<file path="src/hms_consts.svh">
// Supervisor timing, address and width constants
`ifndef HMS_CONSTS_SVH
`define HMS_CONSTS_SVH

`define HMS_CLK_HZ       20000000
`define HMS_HOLD_MS      1
`define HMS_RELEASE_MS   200
`define HMS_SELF_RST_MS  50
`define HMS_HOLD_CYC     (`HMS_HOLD_MS * (`HMS_CLK_HZ / 1000))
`define HMS_RELEASE_CYC  (`HMS_RELEASE_MS * (`HMS_CLK_HZ / 1000))
`define HMS_I2C_HZ       100000
`define HMS_I2C_QTR      (`HMS_CLK_HZ / (4 * `HMS_I2C_HZ))
`define HMS_CNT_W        22
`define HMS_DIV_W        6
`define HMS_ACK_BIT      4'h8
`define HMS_IDX_ADDR     2'h1
`define HMS_IDX_WDATA    2'h2
`define HMS_IDX_RX       2'h3
`define HMS_EE_DEV       7'h51
`define HMS_EE_WR        {`HMS_EE_DEV, 1'b0}
`define HMS_EE_RD        {`HMS_EE_DEV, 1'b1}
`define HMS_SLV_ADDR     7'h3c

`endif

</file>
<file path="src/hms_pkg.sv">
// Supervisor and I2C master types
package hms_pkg;
`include "hms_consts.svh"

  typedef enum logic [1:0] {
    HMS_ST_HOLD = 2'b00,
    HMS_ST_WAIT = 2'b01,
    HMS_ST_RUN  = 2'b10,
    HMS_ST_HRST = 2'b11
  } hms_sup_st_t;

  typedef enum logic [1:0] {
    HMS_I2C_IDLE  = 2'b00,
    HMS_I2C_START = 2'b01,
    HMS_I2C_BIT   = 2'b10,
    HMS_I2C_STOP  = 2'b11
  } hms_i2c_st_t;

  typedef struct packed {
    logic       rd;
    logic [7:0] addr;
    logic [7:0] wdata;
  } hms_ee_cmd_t;

  typedef struct packed {
    logic       done;
    logic       nack;
    logic [7:0] rdata;
  } hms_ee_rsp_t;

  typedef struct packed {
    hms_i2c_st_t          st;
    logic [`HMS_DIV_W-1:0] div;
    logic [1:0]           ph;
    logic [3:0]           bitn;
    logic [1:0]           idx;
    logic [7:0]           sh;
    hms_ee_cmd_t          cmd;
    hms_ee_rsp_t          rsp;
    logic                 scl_oe;
    logic                 sda_oe;
  } hms_i2c_t;

  typedef struct packed {
    hms_sup_st_t          st;
    logic [`HMS_CNT_W-1:0] cnt;
    logic                 pull;
    logic                 pend;
    logic                 tmo;
    logic                 self_rst;
    logic                 pwr_q;
    logic                 pwr_lost;
    logic                 bypass;
    logic                 refused;
  } hms_sup_t;

endpackage : hms_pkg

</file>
<file path="src/hms_i2c_master.sv">
// Single-byte EEPROM I2C master
`timescale 1ns/1ps
`include "hms_consts.svh"

module hms_i2c_master (
  input  wire logic                 clk_sys,
  input  wire logic                 srst,
  input  wire logic                 start,
  input  wire hms_pkg::hms_ee_cmd_t cmd,
  input  wire logic                 scl_i,
  input  wire logic                 sda_i,
  output logic                      busy,
  output hms_pkg::hms_ee_rsp_t      rsp,
  output logic                      scl_oe,
  output logic                      sda_oe
);
  import hms_pkg::*;

  hms_i2c_t st_r;
  hms_i2c_t st_nxt;
  logic     tick;
  logic     rx;
  logic     last;

  // ----------------------------------------
  // Bit sequencer
  // ----------------------------------------
  always_comb begin
    st_nxt          = st_r;
    st_nxt.rsp.done = 1'b0;
    rx              = st_r.cmd.rd && (st_r.idx == `HMS_IDX_RX);
    // Slave may stretch the clock: high phase waits for scl
    tick = (st_r.div == `HMS_DIV_W'(`HMS_I2C_QTR - 1)) && (st_r.ph != 2'h1 || scl_i);
    last = st_r.rsp.nack || (!st_r.cmd.rd && st_r.idx == `HMS_IDX_WDATA) || rx;
    if (st_r.st != HMS_I2C_IDLE) begin
      if (tick) begin
        st_nxt.div = '0;
        st_nxt.ph  = st_r.ph + 2'h1;
      end else if (st_r.div != `HMS_DIV_W'(`HMS_I2C_QTR - 1)) begin
        st_nxt.div = st_r.div + `HMS_DIV_W'(1);
      end
    end
    unique case (st_r.st)
      HMS_I2C_IDLE: begin
        if (start) begin
          // device write address first
          st_nxt.sh       = `HMS_EE_WR;
          st_nxt.st       = HMS_I2C_START;
          st_nxt.cmd      = cmd;
          st_nxt.idx      = '0;
          st_nxt.bitn     = '0;
          st_nxt.ph       = '0;
          st_nxt.div      = '0;
          st_nxt.rsp.nack = 1'b0;
          st_nxt.sda_oe   = 1'b0;
        end
      end
      HMS_I2C_START: begin
        if (tick) begin
          unique case (st_r.ph)
            2'h0: st_nxt.scl_oe = 1'b0;
            2'h1: st_nxt.sda_oe = 1'b1;
            2'h2: st_nxt.scl_oe = 1'b1;
            2'h3: begin
              st_nxt.st     = HMS_I2C_BIT;
              st_nxt.sda_oe = ~st_r.sh[7];
            end
          endcase
        end
      end
      HMS_I2C_BIT: begin
        if (tick) begin
          unique case (st_r.ph)
            2'h0: st_nxt.scl_oe = 1'b0;
            2'h1: begin
              if (st_r.bitn == `HMS_ACK_BIT) begin
                st_nxt.rsp.nack = st_r.rsp.nack | (~rx & sda_i);
              end else if (rx) begin
                st_nxt.rsp.rdata = {st_r.rsp.rdata[6:0], sda_i};
              end
            end
            2'h2: st_nxt.scl_oe = 1'b1;
            2'h3: begin
              if (st_r.bitn != `HMS_ACK_BIT) begin
                st_nxt.bitn   = st_r.bitn + 4'h1;
                st_nxt.sh     = {st_r.sh[6:0], 1'b0};
                // Ack slot released; on read it is the closing NACK
                st_nxt.sda_oe = (st_r.bitn == `HMS_ACK_BIT - 4'h1 || rx) ? 1'b0 : ~st_r.sh[6];
              end else begin
                st_nxt.bitn = '0;
                if (last) begin
                  st_nxt.st     = HMS_I2C_STOP;
                  st_nxt.sda_oe = 1'b1;
                end else if (st_r.cmd.rd && st_r.idx == `HMS_IDX_ADDR) begin
                  // repeated start with read address
                  st_nxt.st     = HMS_I2C_START;
                  st_nxt.sh     = `HMS_EE_RD;
                  st_nxt.idx    = `HMS_IDX_WDATA;
                  st_nxt.sda_oe = 1'b0;
                end else begin
                  // one 8-bit word address byte
                  st_nxt.sh     = (st_r.idx == '0) ? st_r.cmd.addr : st_r.cmd.wdata;
                  st_nxt.idx    = st_r.idx + 2'h1;
                  st_nxt.sda_oe = (st_r.idx == `HMS_IDX_WDATA) ? 1'b0 :
                                  ((st_r.idx == '0) ? ~st_r.cmd.addr[7] : ~st_r.cmd.wdata[7]);
                end
              end
            end
          endcase
        end
      end
      HMS_I2C_STOP: begin
        if (tick) begin
          unique case (st_r.ph)
            2'h0: st_nxt.scl_oe = 1'b0;
            2'h1: st_nxt.scl_oe = 1'b0;
            2'h2: st_nxt.sda_oe = 1'b0;
            2'h3: begin
              // busy ends only after stop, bus idle
              st_nxt.st       = HMS_I2C_IDLE;
              st_nxt.rsp.done = 1'b1;
            end
          endcase
        end
      end
    endcase
  end

  always_ff @(posedge clk_sys) begin
    if (srst) begin
      st_r <= '{st: HMS_I2C_IDLE, default: '0};
    end else begin
      st_r <= st_nxt;
    end
  end

  assign busy   = (st_r.st != HMS_I2C_IDLE);
  assign rsp    = st_r.rsp;
  assign scl_oe = st_r.scl_oe;
  assign sda_oe = st_r.sda_oe;

endmodule : hms_i2c_master

</file>
<file path="src/hms_supervisor.sv">
// Host module supervisor: reset hold, monitoring, link routing, EEPROM access
`timescale 1ns/1ps
`include "hms_consts.svh"

// Operation
// Host stays in reset while the hold line is pulled low.
// Hold line is pulled from reset, inside the host self-reset interval.
// Hold line is only pulled low or released, never driven high.
// Pull the line low for at least 1 ms, then release it.
// After release, wait up to 200 ms for the line to read high.
// A low line not caused by us is a host self-reset.
// Both host rail inputs high means powered; either low means down.
// In passthrough the host UART pins reach the transceiver directly.
// Otherwise host UART meets the host-side UART, transceiver the network one.
// Otherwise host transmit enable is monitored; drive enable is separate.
// Host is SPI master; we answer only while select is low.
// In passthrough the host SPI signals are ignored.
// With host out of reset we are only an I2C slave.
// EEPROM access only while holding host, before releasing it.
// EEPROM at 7-bit address 0x51, bytes 0xa2 write, 0xa3 read.
// EEPROM byte address is 8 bits, 256 bytes.
// Our slave address differs from host devices and the EEPROM.
// No I2C use at all when no host is attached.
// Passthrough is the default; we leave it by driving its select high.
// Back to slave only after the final stop, bus idle.
module hms_supervisor #(
  parameter int HOLD_CYC    = `HMS_HOLD_CYC,
  parameter int RELEASE_CYC = `HMS_RELEASE_CYC
) (
  input  wire logic                 clk_sys,
  input  wire logic                 srst,
  // Host reset line, open drain
  input  wire logic                 host_hold_line_n_i,
  output logic                      host_hold_line_n_o,
  output logic                      host_hold_line_n_oe,
  input  wire logic                 hold_req,
  input  wire logic                 release_req,
  input  wire logic                 auto_release,
  output logic                      host_held,
  output logic                      host_running,
  output logic                      host_self_reset,
  output logic                      release_timeout,
  // Host rails
  input  wire logic                 dock_rail_status,
  input  wire logic                 wire_conn_rail_status,
  output logic                      host_power_down,
  output logic                      host_power_lost,
  // Passthrough select, driven high or left floating
  input  wire logic                 passthrough_req,
  output logic                      passthrough_select_n_o,
  output logic                      passthrough_select_n_oe,
  output logic                      passthrough_active,
  // UART routing
  input  wire logic                 host_txd,
  output logic                      host_rxd,
  input  wire logic                 half_duplex_tx_enable_n,
  output logic                      host_tx_enable_monitor,
  output logic                      host_uart_rxd,
  input  wire logic                 host_uart_txd,
  input  wire logic                 net_uart_txd,
  output logic                      net_uart_rxd,
  input  wire logic                 net_uart_de,
  output logic                      xcvr_txd,
  input  wire logic                 xcvr_rxd,
  output logic                      transceiver_drive_enable,
  // Host SPI link
  input  wire logic                 host_link_select_n,
  input  wire logic                 spi_core_miso,
  output logic                      spi_core_select_n,
  output logic                      host_miso_o,
  output logic                      host_miso_oe,
  input  wire logic                 attn_req,
  output logic                      host_attention_irq_n_o,
  output logic                      host_attention_irq_n_oe,
  // Shared I2C bus
  input  wire logic                 i2c_scl_i,
  input  wire logic                 i2c_sda_i,
  output logic                      i2c_scl_o,
  output logic                      i2c_scl_oe,
  output logic                      i2c_sda_o,
  output logic                      i2c_sda_oe,
  output logic                      i2c_slave_en,
  output logic [6:0]                i2c_slave_addr,
  // EEPROM requests
  input  wire logic                 ee_req,
  input  wire hms_pkg::hms_ee_cmd_t ee_cmd,
  output logic                      ee_busy,
  output hms_pkg::hms_ee_rsp_t      ee_rsp,
  output logic                      ee_refused
);
  import hms_pkg::*;

  hms_sup_t st_r;
  hms_sup_t st_nxt;
  logic     host_present;
  logic     ee_go;
  logic     min_done;
  logic     m_scl_oe;
  logic     m_sda_oe;

  // ----------------------------------------
  // Host presence
  // ----------------------------------------
  // both rails must read high
  assign host_present = dock_rail_status & wire_conn_rail_status;

  // ----------------------------------------
  // Reset hold sequencer
  // ----------------------------------------
  assign min_done = (st_r.cnt == `HMS_CNT_W'(HOLD_CYC - 1));

  always_comb begin
    st_nxt          = st_r;
    st_nxt.self_rst = 1'b0;
    st_nxt.refused  = 1'b0;
    st_nxt.pwr_q    = host_present;
    st_nxt.pwr_lost = st_r.pwr_q & ~host_present;
    st_nxt.bypass   = passthrough_req;
    ee_go           = 1'b0;
    if (release_req) begin
      st_nxt.pend = 1'b1;
    end
    unique case (st_r.st)
      HMS_ST_HOLD: begin
        // minimum pull time before release
        if (!min_done) begin
          st_nxt.cnt = st_r.cnt + `HMS_CNT_W'(1);
        end
        // master access only while host is held
        // refused without an attached host
        if (ee_req) begin
          if (host_present && !ee_busy) begin
            ee_go = 1'b1;
          end else begin
            st_nxt.refused = 1'b1;
          end
        end
        // release waits for the master
        if (min_done && (st_r.pend || release_req || auto_release) && !ee_busy && !ee_req) begin
          st_nxt.st   = HMS_ST_WAIT;
          st_nxt.pull = 1'b0;
          st_nxt.cnt  = '0;
          st_nxt.pend = 1'b0;
        end
      end
      HMS_ST_WAIT: begin
        // sample until high, flag after 200 ms
        if (host_hold_line_n_i) begin
          st_nxt.st = HMS_ST_RUN;
        end else if (st_r.cnt == `HMS_CNT_W'(RELEASE_CYC - 1)) begin
          st_nxt.tmo = 1'b1;
        end else begin
          st_nxt.cnt = st_r.cnt + `HMS_CNT_W'(1);
        end
      end
      HMS_ST_RUN: begin
        // low line we did not cause
        if (!host_hold_line_n_i) begin
          st_nxt.st       = HMS_ST_HRST;
          st_nxt.self_rst = 1'b1;
        end
      end
      HMS_ST_HRST: begin
        if (host_hold_line_n_i) begin
          st_nxt.st = HMS_ST_RUN;
        end
      end
    endcase
    if (ee_req && st_r.st != HMS_ST_HOLD) begin
      st_nxt.refused = 1'b1;
    end
    // hold request pulls the line again
    if (hold_req && st_r.st != HMS_ST_HOLD) begin
      st_nxt.st   = HMS_ST_HOLD;
      st_nxt.pull = 1'b1;
      st_nxt.cnt  = '0;
      st_nxt.pend = 1'b0;
      st_nxt.tmo  = st_nxt.tmo & ~st_r.tmo;
    end
  end

  // pulled from reset, well inside 50 ms
  // passthrough select left undriven after reset
  always_ff @(posedge clk_sys) begin
    if (srst) begin
      st_r <= '{st: HMS_ST_HOLD, pull: 1'b1, bypass: 1'b1, default: '0};
    end else begin
      st_r <= st_nxt;
    end
  end

  // only ever pulls low; release is enable off
  assign host_hold_line_n_o  = 1'b0;
  assign host_hold_line_n_oe = st_r.pull;
  assign host_held           = st_r.pull;
  assign host_running        = (st_r.st == HMS_ST_RUN);
  assign host_self_reset     = st_r.self_rst;
  assign release_timeout     = st_r.tmo;
  assign host_power_down     = ~host_present;
  assign host_power_lost     = st_r.pwr_lost;
  assign ee_refused          = st_r.refused;

  // ----------------------------------------
  // Passthrough and UART routing
  // ----------------------------------------
  // drive high only to leave passthrough
  assign passthrough_select_n_o  = 1'b1;
  assign passthrough_select_n_oe = ~st_r.bypass;
  assign passthrough_active      = st_r.bypass;

  // direct path in passthrough
  // crossed onto the host-side UART otherwise
  assign xcvr_txd      = st_r.bypass ? host_txd : net_uart_txd;
  assign host_rxd      = st_r.bypass ? xcvr_rxd : host_uart_txd;
  // Idle-high lines keep the unused UART receivers quiet
  assign host_uart_rxd = st_r.bypass ? 1'b1 : host_txd;
  assign net_uart_rxd  = st_r.bypass ? 1'b1 : xcvr_rxd;
  // host enable only watched outside passthrough
  assign transceiver_drive_enable = st_r.bypass ? ~half_duplex_tx_enable_n : net_uart_de;
  assign host_tx_enable_monitor   = ~st_r.bypass & ~half_duplex_tx_enable_n;

  // ----------------------------------------
  // Host SPI link and attention line
  // ----------------------------------------
  // answer only while select is low
  // select ignored in passthrough
  assign spi_core_select_n       = st_r.bypass | host_link_select_n;
  assign host_miso_o             = spi_core_miso;
  assign host_miso_oe            = ~spi_core_select_n;
  assign host_attention_irq_n_o  = 1'b0;
  assign host_attention_irq_n_oe = attn_req & ~st_r.bypass;

  // ----------------------------------------
  // Shared I2C bus
  // ----------------------------------------
  hms_i2c_master u_i2c_master (
    .clk_sys (clk_sys),
    .srst    (srst),
    .start   (ee_go),
    .cmd     (ee_cmd),
    .scl_i   (i2c_scl_i),
    .sda_i   (i2c_sda_i),
    .busy    (ee_busy),
    .rsp     (ee_rsp),
    .scl_oe  (m_scl_oe),
    .sda_oe  (m_sda_oe)
  );

  // no drive without host pull-ups
  assign i2c_scl_o  = 1'b0;
  assign i2c_sda_o  = 1'b0;
  assign i2c_scl_oe = m_scl_oe & host_present;
  assign i2c_sda_oe = m_sda_oe & host_present;
  // slave whenever a host is attached and the master is not running
  assign i2c_slave_en   = host_present & ~ee_busy;
  // distinct from the EEPROM address
  assign i2c_slave_addr = `HMS_SLV_ADDR;

endmodule : hms_supervisor

</file>
<file path="config.mk">
export PLATFORM = sky130hd
export DESIGN_NAME = hms_supervisor
export DESIGN_NICKNAME = d
export VERILOG_FILES = /design/src/hms_pkg.sv /design/src/hms_i2c_master.sv /design/src/hms_supervisor.sv
export VERILOG_INCLUDE_DIRS = /design/src
export SDC_FILE = /design/constraint.sdc
export NUM_CORES = 1
export LEC_CHECK = 0
export BUFFER_PORTS_ARGS = -buffer_cell sky130_fd_sc_hd__buf_2
export CORE_MARGIN = 1
export CORE_UTILIZATION = 42
export CTS_CLUSTER_SIZE = 28
export DETAILED_ROUTE_END_ITERATION = 6
export PLACE_DENSITY = 0.74
export SLEW_MARGIN = 20
export SYNTH_ARGS = -nofsm -noshare
export SYNTH_HDL_FRONTEND = slang
export SYNTH_SLANG_ARGS = --single-unit
</file>
<file path="constraint.sdc">
create_clock -name clk_sys -period 3.85 [get_ports clk_sys]
set_clock_uncertainty 0.2 [all_clocks]
set_input_delay 0.385 -clock clk_sys [delete_from_list [all_inputs] [get_ports clk_sys]]
set_output_delay 0.385 -clock clk_sys [all_outputs]
set_load 0.01 [all_outputs]
</file>
==> impl_metrics.tcl <==
set metrics [dict create \
    finalCritPeriodShare_pct 74.9 \
    worst_ir_drop_vdd_mv 0.338 \
    final.setup.tns_ns 0 \
    rr_startpoint "st_r[9]" \
    cp.required_ns 3.89 \
    netlist_instances 604 \
    finalNetCount 698 \
    drtIter0Drc 279 \
    top_usage_layer "met2" \
    cts_setup_buffers 0 \
    dieArea_mm2 0.0122 \
    cp-startpoint "st_r[9]" \
    place_congestion 0.897 \
    cts_sinks 85 \
    slew_violations 0 \
    synth_cell_types 67 \
    ys_seq_area_share_pct 34.4 \
    max_cap_violations 0 \
    drc 0 \
    clkTransAtPathRegs_ns 0.06 \
    synth_top_family_by_area "simple AND/OR/NAND/NOR gates" \
    synthSimpleGateAreaFrac_pct 27.5 \
    rr_endpoint "st_r[10]" \
    synth_top_area_share_pct 34.4 \
    cp-start-kind "register" \
    drtPass1Iterations 5 \
    grt_pass1_wl_um 21100 \
    grt_use_met2_pct 36.6 \
    synth_fa_ha_area_share_pct 4.30 \
    drt-total-wl_um 12500 \
    cts_buffers 9 \
    htree_levels 3 \
    max_freq_ghz 0.347 \
    grt_pass1_vias 4407 \
    routedWlPerCell_um 15.8 \
    path_class "reg2reg" \
    grt_util_met3_pct 4.88 \
    clk_path_buf_depth 2 \
    grt_setup_unrepaired "no" \
    crit_chain "ha_1 > nand4_1 > nor3_4 > and4b_1 > nor2_1 > a31o_2" \
    multi_input_area_mm2 0.00286 \
    ctsHoldBuffers 0 \
    portBuffers 69 \
    io_pins 84 \
    synth.area.mux_share_pct 4.50 \
    slowest_stage "and4b_1" \
    nFillCells 1083 \
    synthXorXnorAreaFrac_pct 0.354 \
    powerDensity_mw_per_mm2 395 \
    cp_data_arrival_time_ns 2.93 \
    synth.most_common_cell "dfxtp_1" \
    ys_async_sr_fraction_pct 0 \
    p_leak_nw 2.13 \
    r2r_slack_ns 0.96 \
    rows 39 \
    period_needed_ns 2.89 \
    dieWidth_um 111 \
    cts_tree "done" \
    use_met1_pct 25.3 \
    gr-usage-all-layers_pct 21.0 \
    synth_seq_cells 85 \
    synth_common_cells "dfxtp_1, nand2_1, nor2_1, a21oi_1, buf_4" \
    regMostFlops "u_i2c_master.st_r" \
    seq_area_mm2 0.00170 \
    initial_core_util_pct 43.2 \
    largest_reg_flops 41 \
    synthFlopType "dfxtp_1" \
    critPathCapture "st_r[10]" \
    via_count 4585 \
    netlist_area_mm2 0.00495 \
    clkLatencyLatePin_ns 0.35 \
    diodes 0 \
    ant_nets 0 \
    tightest_slew_ns 0.870 \
    slew_headroom_pct 42.0 \
    critPathMaxFanout 20 \
    placed_area_mm2 0.00521 \
    overflow 0 \
    dieHeight_um 111 \
    drive_gt1_share_pct 19.0 \
    design_area_mm2 0.00549 \
    synth_compound_area_share_pct 20.1 \
    cts_root_buf "clkbuf_16" \
    r2r_cells 6 \
    grt_max_degree 62 \
    synth.avg_cell_area_um2 8.19 \
    yosys_warnings 0 \
    ys_top_cells_by_area "dfxtp_1, nand2_1, a21oi_1" \
    hpwlAfterDp_um 9120 \
    setup_viol 0 \
    status "finished clean" \
    hold_class "in2reg" \
    utilization_pct 47.9 \
    cts_resized 0 \
    hold_viol 0 \
    grt_antenna_before_repair 0 \
    power_mw 2.17 \
    viasPerCell 5.80 \
    synth_edf_count 0 \
    synthToLayoutAreaGrowth_pct 11.0 \
    coreArea_mm2 0.0115 \
    synth_top_area_cell "dfxtp_1" \
    endpoint_kind "register" \
    slowest_delay_ns 0.81 \
]
## cell usage in the layout (no fill, tap or decap), drive strengths merged, types with 4 or more instances in the layout
cell type  instances
buf               74
ha                17
inv               24
nand4             17
conb              12
a32oi              5
nand3             18
a31oi             14
o22ai              5
nor2b              6
nor2              49
nor3              17
o21ai             21
clkinv             6
a211oi            13
nor4               9
nand3b             4
nand2             67
nand4b             7
or4                8
and3               9
dfxtp             85
or3                5
a21oi             49
nand2b            11
o31ai             11
and2               6
mux2i             20
nor3b              6
or2                6
clkbuf            11
o41ai              5
## worst min-delay path by stage
stage                                     start               endpoint  slack (ns)  cells after the start
after global routing            passthrough_req     passthrough_active        0.02                      2
after global placement    u_i2c_master.st_r[17]  u_i2c_master.st_r[17]        0.24                      2
after floorplan           u_i2c_master.st_r[12]  u_i2c_master.st_r[12]        0.24                      2
after CTS                       passthrough_req     passthrough_active        0.01                      2
after detailed placement  u_i2c_master.st_r[17]  u_i2c_master.st_r[17]        0.25                      2
final                           passthrough_req     passthrough_active        0.02                      2
## metrics by stage
step / setup slack, ns / cells / hold WS, ns
2_1_floorplan: 1.61 / 614 / 0.236
3_3_place_gp: 1.13 / 775 / 0.243
3_5_place_dp: 1.01 / 775 / 0.248
4_1_cts: 1.00 / 791 / 0.0141
5_1_grt: 0.749 / 791 / 0.0219
6_report: 0.965 / 791 / 0.0183
## power by group
part	switching, mW	internal (mW)	total [mW]
Clock	0.364	0.456	0.820
Sequential	0.0298	0.916	0.946
Combinational	0.255	0.147	0.402
Total	0.649	1.52	2.17
## critical path, delay by kind of cell (launching register included)
kind	cells	cell delay, ns
DFF	1	0.41
adders and majority gates	1	0.29
and+or+nand+nor	4	1.59
AOI/OAI and AO/OA	1	0.28
## area by class of cell
type                    count  area share, %
well taps                 143           3.26
clock inverters             5          0.661
inverters                  25           1.71
repair buffers             74           6.97
clock buffers              11           4.42
flip-flops and latches     85           31.0
multi-input cells         448           52.0
## per-layer routing
metal	vias up	share of wire (%)
li1	2238	-
met1	2162	43
met2	164	49
met3	21	5.7
met4	0	1.7
met5	-	0
## cell families after synthesis
kind of cell,count (synthesis)
adder cells (fa/ha/maj),17
XOR/XNOR,2
other,2
buffers and inverters,81
AO/OA/AOI/OAI,146
flip-flops,85
AND/OR/NAND/NOR,249
multiplexers,22
Note: power is estimated with default switching activity, not from simulation.
